--- src/hw/reconnect_regs.vh ---
// Register map, field positions and constants of the reconnection permit block
`ifndef RECONNECT_REGS_VH
`define RECONNECT_REGS_VH

// ---------------------------------------------------------------------------
// Register byte offsets
// ---------------------------------------------------------------------------
`define REG_CTRL0 8'h00
`define REG_CTRL1 8'h04
`define REG_VLIM0 8'h08
`define REG_FLIM0 8'h0C
`define REG_VLIM1 8'h10
`define REG_FLIM1 8'h14
`define REG_DELAY0 8'h18
`define REG_DELAY1 8'h1C
`define REG_STAT 8'h20
`define REG_IRQ_STAT 8'h24
`define REG_IRQ_MASK 8'h28

// ---------------------------------------------------------------------------
// Control register fields (per instance)
// ---------------------------------------------------------------------------
`define CTRL_EN 0
`define CTRL_VTSUP 1
`define CTRL_BRK_ASSIGN 2
`define CTRL_USE_VLIM 3
`define CTRL_USE_FLIM 4
`define CTRL_USE_EXTOK 5
`define CTRL_CROSS_BLK 6
`define CTRL_DEC_LSB 8
`define CTRL_DEC_MSB 17
`define CTRL_RESET 32'h0000_0000

// Decoupling sources: 6 protection trips plus 4 misc (input, equation, remote)
`define DEC_W 10

// Limit registers: low half minimum, high half maximum
`define LIM_LO_MSB 15
`define LIM_HI_LSB 16
`define LIM_HI_MSB 31
`define MEAS_W 16
`define VLIM_RESET 32'hFFFF_0000
`define FLIM_RESET 32'hFFFF_0000

// Settle delay in evaluation ticks
`define DLY_W 32
`define DLY_RESET 32'h0000_0010

// Interrupt events: per instance release rise, eval rise (2 bits each)
`define IRQ_W 4
`define IRQ_ZERO 4'h0

// Bus answers
`define RESP_OKAY 2'b00
`define RESP_DECERR 2'b11
`define DATA_ZERO 32'h0000_0000

`endif

--- src/hw/reconnect_channel.v ---
// One reconnection permit instance: trigger, release check and settle timer
`timescale 1ns/1ps
`include "reconnect_regs.vh"
module reconnect_channel (
    input wire clk,
    input wire srst,
    input wire [31:0] ctrl,
    input wire [31:0] vLim,
    input wire [31:0] fLim,
    input wire [31:0] settleDelay,
    input wire [`DEC_W-1:0] decoupleIn,
    input wire breakerClosed,
    input wire [15:0] voltage,
    input wire [15:0] frequency,
    input wire external_voltage_ok_input,
    input wire vt_fuse_failure_input,
    input wire external_logic_block_input,
    input wire blockIn,
    output wire reclosePermit,
    output wire evalActive
);
    // -----------------------------------------------------------------------
    // States
    // -----------------------------------------------------------------------
    localparam IDLE = 2'd0;
    localparam ARMED = 2'd1; // Unused; a trigger moves IDLE straight to EVAL
    localparam EVAL = 2'd2;
    localparam RELEASED = 2'd3;

    reg [1:0] state_q; // Phase of the channel
    reg [1:0] state_d;
    reg [31:0] timer_q; // Settle count in ticks
    reg [31:0] timer_d;
    reg brk_q; // Last breaker position
    reg extOk_q; // Last external release level
    reg condOk_q; // Last value of the limit check (limOk)
    reg [`DEC_W-1:0] dec_q; // Last decoupling vector

    wire [`DEC_W-1:0] decMask = ctrl[`CTRL_DEC_MSB:`CTRL_DEC_LSB];
    wire useBrk = ctrl[`CTRL_BRK_ASSIGN];
    wire useDec = |decMask;
    wire decNow = |(decoupleIn & decMask);
    wire decRise = |(decoupleIn & decMask & ~dec_q);
    // Limits: inclusive window, only where enabled
    wire vIn = (voltage >= vLim[`LIM_LO_MSB:0]) && (voltage <= vLim[`LIM_HI_MSB:`LIM_HI_LSB]);
    wire fIn = (frequency >= fLim[`LIM_LO_MSB:0]) &&
        (frequency <= fLim[`LIM_HI_MSB:`LIM_HI_LSB]);
    wire limOk = (!ctrl[`CTRL_USE_VLIM] || vIn) && (!ctrl[`CTRL_USE_FLIM] || fIn);
    wire extOk = !ctrl[`CTRL_USE_EXTOK] || external_voltage_ok_input;
    wire condOk = limOk && extOk;
    // Out of limits or external release lost triggers evaluation
    wire condTrig = (!limOk && condOk_q) ||
        (ctrl[`CTRL_USE_EXTOK] && extOk_q && !external_voltage_ok_input);
    wire brkFall = brk_q && !breakerClosed;
    // Complete block: disabled, external block, fuse failure, other instance
    // Cross-instance block arrives through blockIn from the top
    wire blocked = !ctrl[`CTRL_EN] || blockIn ||
        (ctrl[`CTRL_VTSUP] && vt_fuse_failure_input);
    wire releaseOk = condOk && !(useDec && decNow) && !external_logic_block_input;
    wire trigger = (useBrk && useDec) ? (brkFall && decNow) :
        useBrk ? brkFall :
        useDec ? decRise :
        condTrig;

    // -----------------------------------------------------------------------
    // Next state
    // -----------------------------------------------------------------------
    always @* begin
        state_d = state_q;
        timer_d = timer_q;
        case (state_q)
            IDLE: begin
                if (trigger) begin
                    state_d = EVAL;
                    timer_d = `DATA_ZERO;
                end
            end
            EVAL: begin
                if (!releaseOk || (useBrk && breakerClosed)) begin
                    timer_d = `DATA_ZERO;
                end else if (timer_q >= settleDelay) begin
                    state_d = RELEASED;
                end else begin
                    timer_d = timer_q + 32'h0000_0001;
                end
            end
            RELEASED: begin
                // Drop when reconnected, new decoupling or condition loss
                if ((useBrk && breakerClosed) || (useDec && decRise) ||
                    !condOk || external_logic_block_input) begin
                    state_d = IDLE;
                    // Without breaker feedback nothing else would restart the check
                    if (!useBrk) begin
                        state_d = EVAL;
                        timer_d = `DATA_ZERO;
                    end
                end
            end
            default: begin
                state_d = IDLE;
            end
        endcase
    end

    // -----------------------------------------------------------------------
    // Registers; block forces idle
    // -----------------------------------------------------------------------
    always @(posedge clk) begin
        if (srst) begin
            state_q <= IDLE;
            timer_q <= `DATA_ZERO;
            brk_q <= 1'b0;
            extOk_q <= 1'b0;
            condOk_q <= 1'b0;
            dec_q <= {`DEC_W{1'b0}};
        end else begin
            brk_q <= breakerClosed;
            extOk_q <= external_voltage_ok_input;
            condOk_q <= limOk;
            dec_q <= decoupleIn;
            if (blocked) begin
                state_q <= IDLE;
                timer_q <= `DATA_ZERO;
            end else begin
                state_q <= state_d;
                timer_q <= timer_d;
            end
        end
    end

    assign reclosePermit = (state_q == RELEASED);
    assign evalActive = (state_q == EVAL);
endmodule // reconnect_channel

--- src/hw/reconnect_permit.v ---
// Top of the mains reconnection permit block with AXI4-Lite registers
//
// The implementer's own choices: the register offsets and the AXI4-Lite interface to the registers.
`timescale 1ns/1ps
`include "reconnect_regs.vh"
module reconnect_permit (
    input wire clk,
    input wire srst,
    // AXI4-Lite slave
    input wire [7:0] awaddr,
    input wire awvalid,
    output reg awready,
    input wire [31:0] wdata,
    input wire [3:0] wstrb,
    input wire wvalid,
    output reg wready,
    output reg [1:0] bresp,
    output reg bvalid,
    input wire bready,
    input wire [7:0] araddr,
    input wire arvalid,
    output reg arready,
    output reg [31:0] rdata,
    output reg [1:0] rresp,
    output reg rvalid,
    input wire rready,
    // Field side, shared measurements
    input wire [`DEC_W-1:0] decoupleIn,
    input wire breakerClosed,
    input wire [15:0] voltage,
    input wire [15:0] frequency,
    input wire external_voltage_ok_input,
    input wire vt_fuse_failure_input,
    input wire [1:0] external_logic_block_input,
    input wire [1:0] blockIn,
    output reg [1:0] reclosePermit,
    output reg [1:0] evalActive,
    output reg irq
);
    // -----------------------------------------------------------------------
    // Configuration registers
    // -----------------------------------------------------------------------
    reg [31:0] ctrl_q [0:1]; // Per instance control
    reg [31:0] vLim_q [0:1]; // Voltage window
    reg [31:0] fLim_q [0:1]; // Frequency window
    reg [31:0] dly_q [0:1]; // Settle delay
    reg [`IRQ_W-1:0] irqStat_q; // Sticky events
    reg [`IRQ_W-1:0] irqMask_q; // Enables
    wire [1:0] relW; // Channel outputs
    wire [1:0] evalW;

    // -----------------------------------------------------------------------
    // Two independent instances; second may be blocked by first's eval
    // -----------------------------------------------------------------------
    genvar g;
    generate
        for (g = 0; g < 2; g = g + 1) begin : chan
            wire crossBlk = (g == 1) && ctrl_q[g][`CTRL_CROSS_BLK] && evalW[0];
            reconnect_channel u_chan (
                .clk(clk),
                .srst(srst),
                .ctrl(ctrl_q[g]),
                .vLim(vLim_q[g]),
                .fLim(fLim_q[g]),
                .settleDelay(dly_q[g]),
                .decoupleIn(decoupleIn),
                .breakerClosed(breakerClosed),
                .voltage(voltage),
                .frequency(frequency),
                .external_voltage_ok_input(external_voltage_ok_input),
                .vt_fuse_failure_input(vt_fuse_failure_input),
                .external_logic_block_input(external_logic_block_input[g]),
                .blockIn(blockIn[g] | crossBlk),
                .reclosePermit(relW[g]),
                .evalActive(evalW[g])
            );
        end
    endgenerate

    // -----------------------------------------------------------------------
    // Outputs straight from flops; events from rising edges
    // -----------------------------------------------------------------------
    wire [`IRQ_W-1:0] events = {evalW & ~evalActive, relW & ~reclosePermit};

    // -----------------------------------------------------------------------
    // Write channel: address and data accepted in either order
    // -----------------------------------------------------------------------
    reg awHave_q; // Address captured
    reg wHave_q; // Data captured
    reg [7:0] awAddr_q;
    reg [31:0] wData_q;
    reg [3:0] wStrb_q;
    wire doWrite = awHave_q && wHave_q && !bvalid;
    wire [`IRQ_W-1:0] w1c = (doWrite && awAddr_q == `REG_IRQ_STAT && wStrb_q[0]) ?
        wData_q[`IRQ_W-1:0] : `IRQ_ZERO;

    // Merge byte lanes of a write
    function [31:0] merge;
        input [31:0] old;
        input [31:0] nw;
        input [3:0] st;
        integer i;
        begin
            merge = old;
            for (i = 0; i < 4; i = i + 1) begin
                if (st[i]) begin
                    merge[i*8 +: 8] = nw[i*8 +: 8];
                end
            end
        end
    endfunction

    always @(posedge clk) begin
        if (srst) begin
            awready <= 1'b0;
            wready <= 1'b0;
            bvalid <= 1'b0;
            bresp <= `RESP_OKAY;
            awHave_q <= 1'b0;
            wHave_q <= 1'b0;
            awAddr_q <= 8'h00;
            wData_q <= `DATA_ZERO;
            wStrb_q <= 4'h0;
            ctrl_q[0] <= `CTRL_RESET;
            ctrl_q[1] <= `CTRL_RESET;
            vLim_q[0] <= `VLIM_RESET;
            vLim_q[1] <= `VLIM_RESET;
            fLim_q[0] <= `FLIM_RESET;
            fLim_q[1] <= `FLIM_RESET;
            dly_q[0] <= `DLY_RESET;
            dly_q[1] <= `DLY_RESET;
            irqMask_q <= `IRQ_ZERO;
            irqStat_q <= `IRQ_ZERO;
            reclosePermit <= 2'b00;
            evalActive <= 2'b00;
            irq <= 1'b0;
        end else begin
            reclosePermit <= relW;
            evalActive <= evalW;
            // Set wins over a clear in the same cycle
            irqStat_q <= (irqStat_q & ~w1c) | events;
            irq <= |(((irqStat_q & ~w1c) | events) & irqMask_q);
            // One-cycle ready pulses while nothing captured
            awready <= awvalid && !awHave_q && !awready;
            wready <= wvalid && !wHave_q && !wready;
            if (awvalid && awready) begin
                awHave_q <= 1'b1;
                awAddr_q <= awaddr;
            end
            if (wvalid && wready) begin
                wHave_q <= 1'b1;
                wData_q <= wdata;
                wStrb_q <= wstrb;
            end
            if (doWrite) begin
                bvalid <= 1'b1;
                bresp <= `RESP_OKAY;
                awHave_q <= 1'b0;
                wHave_q <= 1'b0;
                case (awAddr_q)
                    `REG_CTRL0: ctrl_q[0] <= merge(ctrl_q[0], wData_q, wStrb_q);
                    `REG_CTRL1: ctrl_q[1] <= merge(ctrl_q[1], wData_q, wStrb_q);
                    `REG_VLIM0: vLim_q[0] <= merge(vLim_q[0], wData_q, wStrb_q);
                    `REG_FLIM0: fLim_q[0] <= merge(fLim_q[0], wData_q, wStrb_q);
                    `REG_VLIM1: vLim_q[1] <= merge(vLim_q[1], wData_q, wStrb_q);
                    `REG_FLIM1: fLim_q[1] <= merge(fLim_q[1], wData_q, wStrb_q);
                    `REG_DELAY0: dly_q[0] <= merge(dly_q[0], wData_q, wStrb_q);
                    `REG_DELAY1: dly_q[1] <= merge(dly_q[1], wData_q, wStrb_q);
                    `REG_IRQ_MASK: begin
                        if (wStrb_q[0]) begin
                            irqMask_q <= wData_q[`IRQ_W-1:0];
                        end
                    end
                    `REG_IRQ_STAT: begin
                        // Cleared through w1c above
                    end
                    `REG_STAT: begin
                        bresp <= `RESP_DECERR; // Read only
                    end
                    default: bresp <= `RESP_DECERR;
                endcase
            end else if (bvalid && bready) begin
                bvalid <= 1'b0;
            end
        end
    end

    // -----------------------------------------------------------------------
    // Read channel: answer one cycle after address taken
    // -----------------------------------------------------------------------
    always @(posedge clk) begin
        if (srst) begin
            arready <= 1'b0;
            rvalid <= 1'b0;
            rdata <= `DATA_ZERO;
            rresp <= `RESP_OKAY;
        end else begin
            arready <= arvalid && !arready && !rvalid;
            if (arvalid && arready) begin
                rvalid <= 1'b1;
                rresp <= `RESP_OKAY;
                case (araddr)
                    `REG_CTRL0: rdata <= ctrl_q[0];
                    `REG_CTRL1: rdata <= ctrl_q[1];
                    `REG_VLIM0: rdata <= vLim_q[0];
                    `REG_FLIM0: rdata <= fLim_q[0];
                    `REG_VLIM1: rdata <= vLim_q[1];
                    `REG_FLIM1: rdata <= fLim_q[1];
                    `REG_DELAY0: rdata <= dly_q[0];
                    `REG_DELAY1: rdata <= dly_q[1];
                    `REG_STAT: rdata <= {28'h000_0000, evalActive, reclosePermit};
                    `REG_IRQ_STAT: rdata <= {28'h000_0000, irqStat_q};
                    `REG_IRQ_MASK: rdata <= {28'h000_0000, irqMask_q};
                    default: begin
                        rdata <= `DATA_ZERO;
                        rresp <= `RESP_DECERR;
                    end
                endcase
            end else if (rvalid && rready) begin
                rvalid <= 1'b0;
            end
        end
    end
endmodule // reconnect_permit

--- config.mk ---
export PLATFORM = sky130hd
export DESIGN_NAME = reconnect_permit
export DESIGN_NICKNAME = d
export VERILOG_FILES = /design/src/hw/reconnect_channel.v /design/src/hw/reconnect_permit.v
export VERILOG_INCLUDE_DIRS = /design/src /design/src/hw
export SDC_FILE = /design/constraint.sdc
export NUM_CORES = 1
export LEC_CHECK = 0
export BUFFER_PORTS_ARGS = -buffer_cell sky130_fd_sc_hd__buf_2
export CORE_MARGIN = 1.5
export CORE_UTILIZATION = 40
export CTS_CLUSTER_SIZE = 28
export DETAILED_ROUTE_END_ITERATION = 10
export GPL_TIMING_DRIVEN = 1
export PLACE_DENSITY = 0.56
export SYNTH_ARGS = -nofsm -noshare
export SYNTH_HDL_FRONTEND = slang
export SYNTH_SLANG_ARGS = --single-unit
export TNS_END_PERCENT = 20
--- constraint.sdc ---
create_clock -name clk -period 3.8 [get_ports clk]
set_clock_uncertainty 0.15 [all_clocks]
set_input_delay 0.38 -clock clk [delete_from_list [all_inputs] [get_ports clk]]
set_output_delay 0.38 -clock clk [all_outputs]
set_load 0.005 [all_outputs]
==> flow_summary.yaml, run 1 <==
sta:
  fmax_mhz: 287
  min_period_ps: 3490
  rsz0062_at_grt: "no"
  hold_viol: 0
  finalSetupViolations: 0
  slew_headroom_pct: 26.5
  worst_slew_pin_slew_ps: 1100
  final_max_slew_viol_count: 0
  fin_crit_sh_pct: 91.8
  whs_ps: 188
critical_path:
  critPathBufInv: 3
  worstSetupPathType: "reg2reg"
  crit_path_end_kind: "flip-flop"
  slowest_stage: "edfxtp_1"
  cp_cell_sequence: "inv_1, ha_1, a21o_1, a21o_1, a21oi_1, nor2_1, a2111oi_2, buf_4, a21bo_2, nor4_4, buf_12, nand4_1, mux2i_1"
  cp_data_required_time_ps: 4170
  cp_max_fo: 29
  cp-startpoint: "dly_q[0][25]"
  cpMostUsedCell: "a21o_1"
  slowest_delay_ps: 500
  crit_path_start_kind: "flip-flop"
  crit_family: "compound AO/OA/AOI/OAI gates"
  worstPathArrival_ps: 3860
  timing.rr.start: "dly_q[0][25]"
cts:
  cts_made_buffers: 48
  cts_tree: "done"
  clk_pin_slew_ps: 60
  clock_latency_ps: 600
  htree_levels: 2
  cts.sinks: 436
  cts_root_buf: "clkbuf_16"
  clk_path_buf_depth: 3
status:
  status: "completed"
routing:
  avgRoutedWirePerCell_microns: 24.3
  route.detailed.drc: 0
  drt_iter0_markers: 2328
  vias: 19687
  first_pass_iters: 6
  drtAntennaViolNets: 0
  via_per_inst: 5.76
  routed_wl_microns: 83000
pwr:
  leakage_nw: 11.1
  powerDensity_nw_per_um2: 386
  vdd_drop_max_uv: 320
layout:
  multiInputGateArea_sq_um: 10800
  final_common_cell: "edfxtp_1"
  fillers: 5440
  finalNetCount: 2911
  area_delta_synth_final_pct: 17.6
  drive_gt1_share_pct: 11.7
  fin_util_pct: 47.5
  final_cell_mix: "edfxtp_1, inv_1, a21oi_1"
  ff_latch_area_sq_um: 11300
floorplanning:
  fp.dieH_microns: 244
  start_util_pct: 40.4
  io_pins: 154
  rows: 88
  core_sq_um: 57700
  die_x_microns: 244
  die-area_sq_um: 59800
yosys:
  ys_warn_count: 0
  synth_edf_count: 256
  async_flop_share_pct: 0
  syn_area_sq_um: 23300
  synth-seq-cells: 436
  synth_top_area_share_pct: 33.0
  synth-seq-area-share_pct: 48.4
  yosysTopAreaCell: "edfxtp_1"
  syn_inst: 2376
  synth_top_family_by_area: "simple AND/OR/NAND/NOR gates"
  synth.area.mux_share_pct: 1.51
  synth-xor-area-share_pct: 0.0376
  synth_top_cells_by_area: "edfxtp_1, dfxtp_1, ha_1"
  synthAdderAreaFrac_pct: 10.4
  avgSynthCellArea_sq_um: 9.81
  synth_simple_gate_area_share_pct: 17.9
  syn-num-nets: 2678
  ys.flop_type: "edfxtp_1"
  synth_compound_area_share_pct: 16.2
  synth.distinct_cells: 75
worst_hold_path:
  hold_path_class: "in2reg"
  hp-start: "blockIn[0]"
grt:
  grt_overflow: 0
  grtUsageTotal_pct: 27.6
  grt_pass1_wl_microns: 122000
  grt_pass1_vias: 18902
  grt_max_degree: 80
  antenna_found_initial: 2
placement:
  gp_congestion: 0.926
  port_buffers: 153
  hpwl_microns: 64300
job:
  maxCapViolCount: 0
stage by stage:
step	cell area [sq um]	setup TNS [ps]	setup WS [ps]	std cells	power [mW]
3_3_place_gp	25100	0	40.4	3252	5.97
4_1_cts	27400	0	124	3414	10.6
3_5_place_dp	25100	-99.6	-36.2	3252	5.99
5_1_grt	27400	0	130	3414	10.9
6_report	27400	0	313	3415	10.6
2_1_floorplan	23300	0	901	2376	5.63
state kept, by name, summed over array words and instances (netlist names), 2 cells and up:
| name | flops |
|---|---|
| irqStat_q | 4 |
| chan.u_chan.timer_q | 64 |
| chan.u_chan.state_q | 4 |
| irqMask_q | 4 |
| chan.u_chan.dec_q | 10 |
| wStrb_q | 4 |
| dly_q | 64 |
| fLim_q | 64 |
| chan.u_chan.condOk_q | 2 |
| reclosePermit | 2 |
| wData_q | 32 |
| rdata | 32 |
| evalActive | 2 |
| ctrl_q | 64 |
| awAddr_q | 8 |
| vLim_q | 64 |
layout make-up:
type,count,share of cell area [%]
clock buffer,70,5.17
antenna,1,0.00913
inverter,233,3.19
sequential,436,41.2
multi-input combinational,1610,39.3
tap,765,3.49
timing repair buffer,280,7.12
clock inverter,20,0.570
power breakdown:
| group | leakage [nW] | total [mW] | internal [mW] | switching, mW |
|---|---|---|---|---|
| Sequential | 3.87 | 5.21 | 5.09 | 0.125 |
| Clock | 0.760 | 4.64 | 2.66 | 1.98 |
| Combinational | 6.51 | 0.737 | 0.285 | 0.451 |
cell usage after synthesis, types with 51 or more instances:
master / n
a21o_1: 51
a21oi_1: 211
and2_1: 101
clkbuf_1: 73
dfxtp_1: 180
edfxtp_1: 256
ha_1: 194
inv_1: 233
nand2_1: 201
nand3_1: 82
nor2_1: 130
o21ai_0: 87
logic make-up (layout without fill, tap and decap cells):
family | after synthesis | in the layout
xor+xnor | 1 | 1
simple gates | 796 | 796
compound gates | 584 | 584
other cells | 0 | 1
flops | 436 | 436
mux | 35 | 35
fa+ha+maj | 194 | 194
buf+inv | 330 | 603
worst min-delay path, stage by stage:
cell and delay, ps:
buf_2 80, nor2_1 50, nand3_1 180, a221o_1 140, o21ai_0 70
metal layers:
metal,track usage [%],part of all wire [%],up-vias
met5,0,0.031,-
met4,10.3,3.7,4
met2,43.8,45,811
li1,-,-,9145
met3,4.13,7.9,140
met1,38.0,43,9587
repair_timing:
action / in CTS / in global routing
setup buffers: 0 / 0
gates resized for setup: 1 / 1
endpoints found under the hold margin: 67 / 0
hold buffers: 72 / 0
endpoints found under the setup margin: 4 / 3
final timing paths:
| path | endpoint | slack, ps | depth (start not counted) |
|---|---|---|---|
| min | chan[0].u_chan.state_q[1] | 190 | 5 |
| min reg2reg | arready | 300 | 1 |
| max | chan[0].u_chan.timer_q[29] | 310 | 13 |
| max reg2reg | chan[0].u_chan.timer_q[29] | 310 | 13 |
Power figures use the tool's default switching activity.
==> inputs of run 2 (changes only) <==
--- a/config.mk
+++ b/config.mk
@@ -6,13 +6,15 @@
 export SDC_FILE = /design/constraint.sdc
 export NUM_CORES = 1
 export LEC_CHECK = 0
+export ABC_AREA = 1
 export BUFFER_PORTS_ARGS = -buffer_cell sky130_fd_sc_hd__buf_2
 export CORE_MARGIN = 1.5
 export CORE_UTILIZATION = 40
 export CTS_CLUSTER_SIZE = 28
 export DETAILED_ROUTE_END_ITERATION = 10
 export GPL_TIMING_DRIVEN = 1
-export PLACE_DENSITY = 0.56
+export PLACE_DENSITY = 0.55
+export RECOVER_POWER = 100
 export SYNTH_ARGS = -nofsm -noshare
 export SYNTH_HDL_FRONTEND = slang
 export SYNTH_SLANG_ARGS = --single-unit
==> flow_summary.yaml, run 2 <==
yosys:
  synthTopCellsByCount: "nand2_1, inv_1, nor2_1"
  syn_area_sq_um: 24000
  avgSynthCellArea_sq_um: 8.35
  syn_inst: 2877
  synth_edf_count: 256
  ys.flop_type: "edfxtp_1"
  synth-seq-cells: 436
  synth.distinct_cells: 61
  yosysMostFrequentCell: "nand2_1"
  yosysTopAreaCell: "edfxtp_1"
  synth-seq-area-share_pct: 47.0
  async_flop_share_pct: 0
  ys_warn_count: 0
  synth_top_area_share_pct: 32.0
  synth_top_cells_by_area: "edfxtp_1, dfxtp_1, ha_1"
  syn-num-nets: 3179
placement:
  gp_congestion: 0.954
  port_buffers: 153
  place_ws_ps: 294
  postPlaceCellArea_sq_um: 25800
  hpwl_microns: 67400
sta:
  whs_ps: 97.8
  final.setup.worst_slack_ps: 323
  final_max_slew_viol_count: 143
  min_period_ps: 3480
  fmax_mhz: 288
  fin_crit_sh_pct: 91.5
  slew_headroom_pct: -67.3
  tns_ps: 0
  worst_slew_pin_slew_ps: 2510
  hold_viol: 0
  finalSetupViolations: 0
  rsz0062_at_grt: "no"
routing:
  drtAntennaViolNets: 0
  vias: 21590
  routed_wl_microns: 87500
  avgRoutedWirePerCell_microns: 22.3
  drt_iter0_markers: 1995
  via_per_inst: 5.51
  route.detailed.drc: 9
  first_pass_iters: 8
pwr:
  pwr-share-comb_pct: 8.9
  powerDensity_nw_per_um2: 391
  p_int_mw: 8.12
  p_sw_mw: 2.76
  vdd_drop_max_uv: 332
  share_clk_of_total_power_pct: 43.5
  seqPwrFrac_pct: 47.6
  leakage_nw: 11.9
  swShare_pct: 25.4
layout:
  fillers: 5785
  finalNetCount: 3409
  num_antenna_cells: 0
  drive_gt1_share_pct: 9.34
  final_common_cell: "nand2_1"
  multiInputGateArea_sq_um: 10700
  ff_latch_area_sq_um: 11300
  final_cell_mix: "nand2_1, inv_1, nor2_1"
  final_area_sq_um: 27800
  area_delta_synth_final_pct: 15.8
cts:
  clk_path_buf_depth: 3
  cts_tree: "done"
  htree_levels: 2
  cts.sinks: 436
  clock_latency_ps: 600
  cts_root_buf: "clkbuf_16"
  cts_made_buffers: 49
  clk_pin_slew_ps: 60
status:
  violations: "DRC, capacitance limit, slew limit"
  status: "finished with violations"
grt:
  grt_pass1_vias: 20105
  grtUsageTotal_pct: 28.1
  grt_max_degree: 67
  antenna_found_initial: 2
  grt_overflow: 0
  grt_pass1_wl_microns: 127000
floorplanning:
  io_pins: 154
  start_util_pct: 40.6
  fp.dieH_microns: 248
  die-area_sq_um: 61600
  die_x_microns: 248
  core_sq_um: 59200
  rows: 89
critical_path:
  worstPathArrival_ps: 3810
  cp_max_fo: 34
  worstSetupPathType: "reg2reg"
  cp_data_required_time_ps: 4130
  crit_path_end_kind: "flip-flop"
  crit_path_start_kind: "flip-flop"
worst_hold_path:
  hold_path_class: "in2reg"
job:
  maxCapViolCount: 3
==> run 2: cell types whose count changed after synthesis, moves of 59 or more <==
cell | previous run | this run
and2_1 | 101 | 0
inv_1 | 233 | 411
nand2_1 | 201 | 544
nand3_1 | 82 | 152
nor2_1 | 130 | 338
o22ai_1 | 5 | 64
==> run 2: critical path, stage by stage (launching register included) <==
cell	delay, ps
edfxtp_1	430
inv_1	90
ha_1	230
a21oi_1	140
o21ai_0	110
a21oi_1	320
nand2_1	90
nand2_1	90
nand2_1	110
nand2_1	150
nand4_1	180
nor2_1	250
nand2_1	80
nand2_1	80
inv_2	40
clkbuf_2	420
a21oi_1	310
nor2_1	70
==> run 2: path summary, 6_finish.rpt <==
path / cells after the start / slack (ps) / end / from
setup / recovery: 17 / 320 / chan[1].u_chan.timer_q[10] / vLim_q[0][63]
hold / removal: 3 / 100 / wStrb_q[0] / wstrb[0]
setup reg to reg: 17 / 320 / chan[1].u_chan.timer_q[10] / vLim_q[0][63]
hold reg to reg: 1 / 310 / awready / awready
==> run 2: layout make-up <==
cell class | instances | area share [%]
timing repair buffer | 276 | 6.12
inverter | 428 | 5.77
sequential | 436 | 40.6
multi-input combinational | 1916 | 38.4
tap | 773 | 3.47
clock buffer | 64 | 4.82
clock inverter | 28 | 0.854
==> run 2: metal layers <==
metal  wire length, microns  global-route usage (%)  part of all wire [%]
met1                  37800                    38.9                    43
met2                  39300                    44.7                    45
met3                   6870                    3.71                   7.9
met4                   3470                    10.6                   4.0
met5                     19                       0                 0.022
==> run 2: through the flow <==
step	std cells	util, %	power [mW]
global route	3921	47.0	11.2
CTS	3921	47.3	10.9
detailed placement	3769	43.6	6.19
finish	3921	47.0	10.9
floorplan	2877	-	5.79
global placement	3769	43.6	6.16
==> run 2: power groups by stage <==
| stage | clock network (mW) | logic (mW) | registers (mW) |
|---|---|---|---|
| finish | 4.73 | 0.969 | 5.18 |
| global route | 4.98 | 1.07 | 5.19 |
| CTS | 4.80 | 0.969 | 5.17 |
| detailed placement | 0 | 0.917 | 5.27 |
| global placement | 0 | 0.892 | 5.27 |
| floorplan | 0 | 0.547 | 5.25 |
==> run 2: timing repair <==
| item | in CTS | in global routing |
|---|---|---|
| gates resized for setup | 0 | 0 |
| hold buffers | 60 | 0 |
| setup buffers | 0 | 0 |
| endpoints found under the hold margin | 60 | 0 |
==> run 2: cells by family after synthesis <==
| family | after synthesis | share of synthesized area [%] |
|---|---|---|
| AND/OR/NAND/NOR | 1180 | 21.2 |
| AO/OA/AOI/OAI | 529 | 12.6 |
| buffers and inverters | 525 | 8.58 |
| flip-flops | 436 | 47.0 |
| adder cells (fa/ha/maj) | 194 | 10.1 |
| XOR/XNOR | 13 | 0.474 |
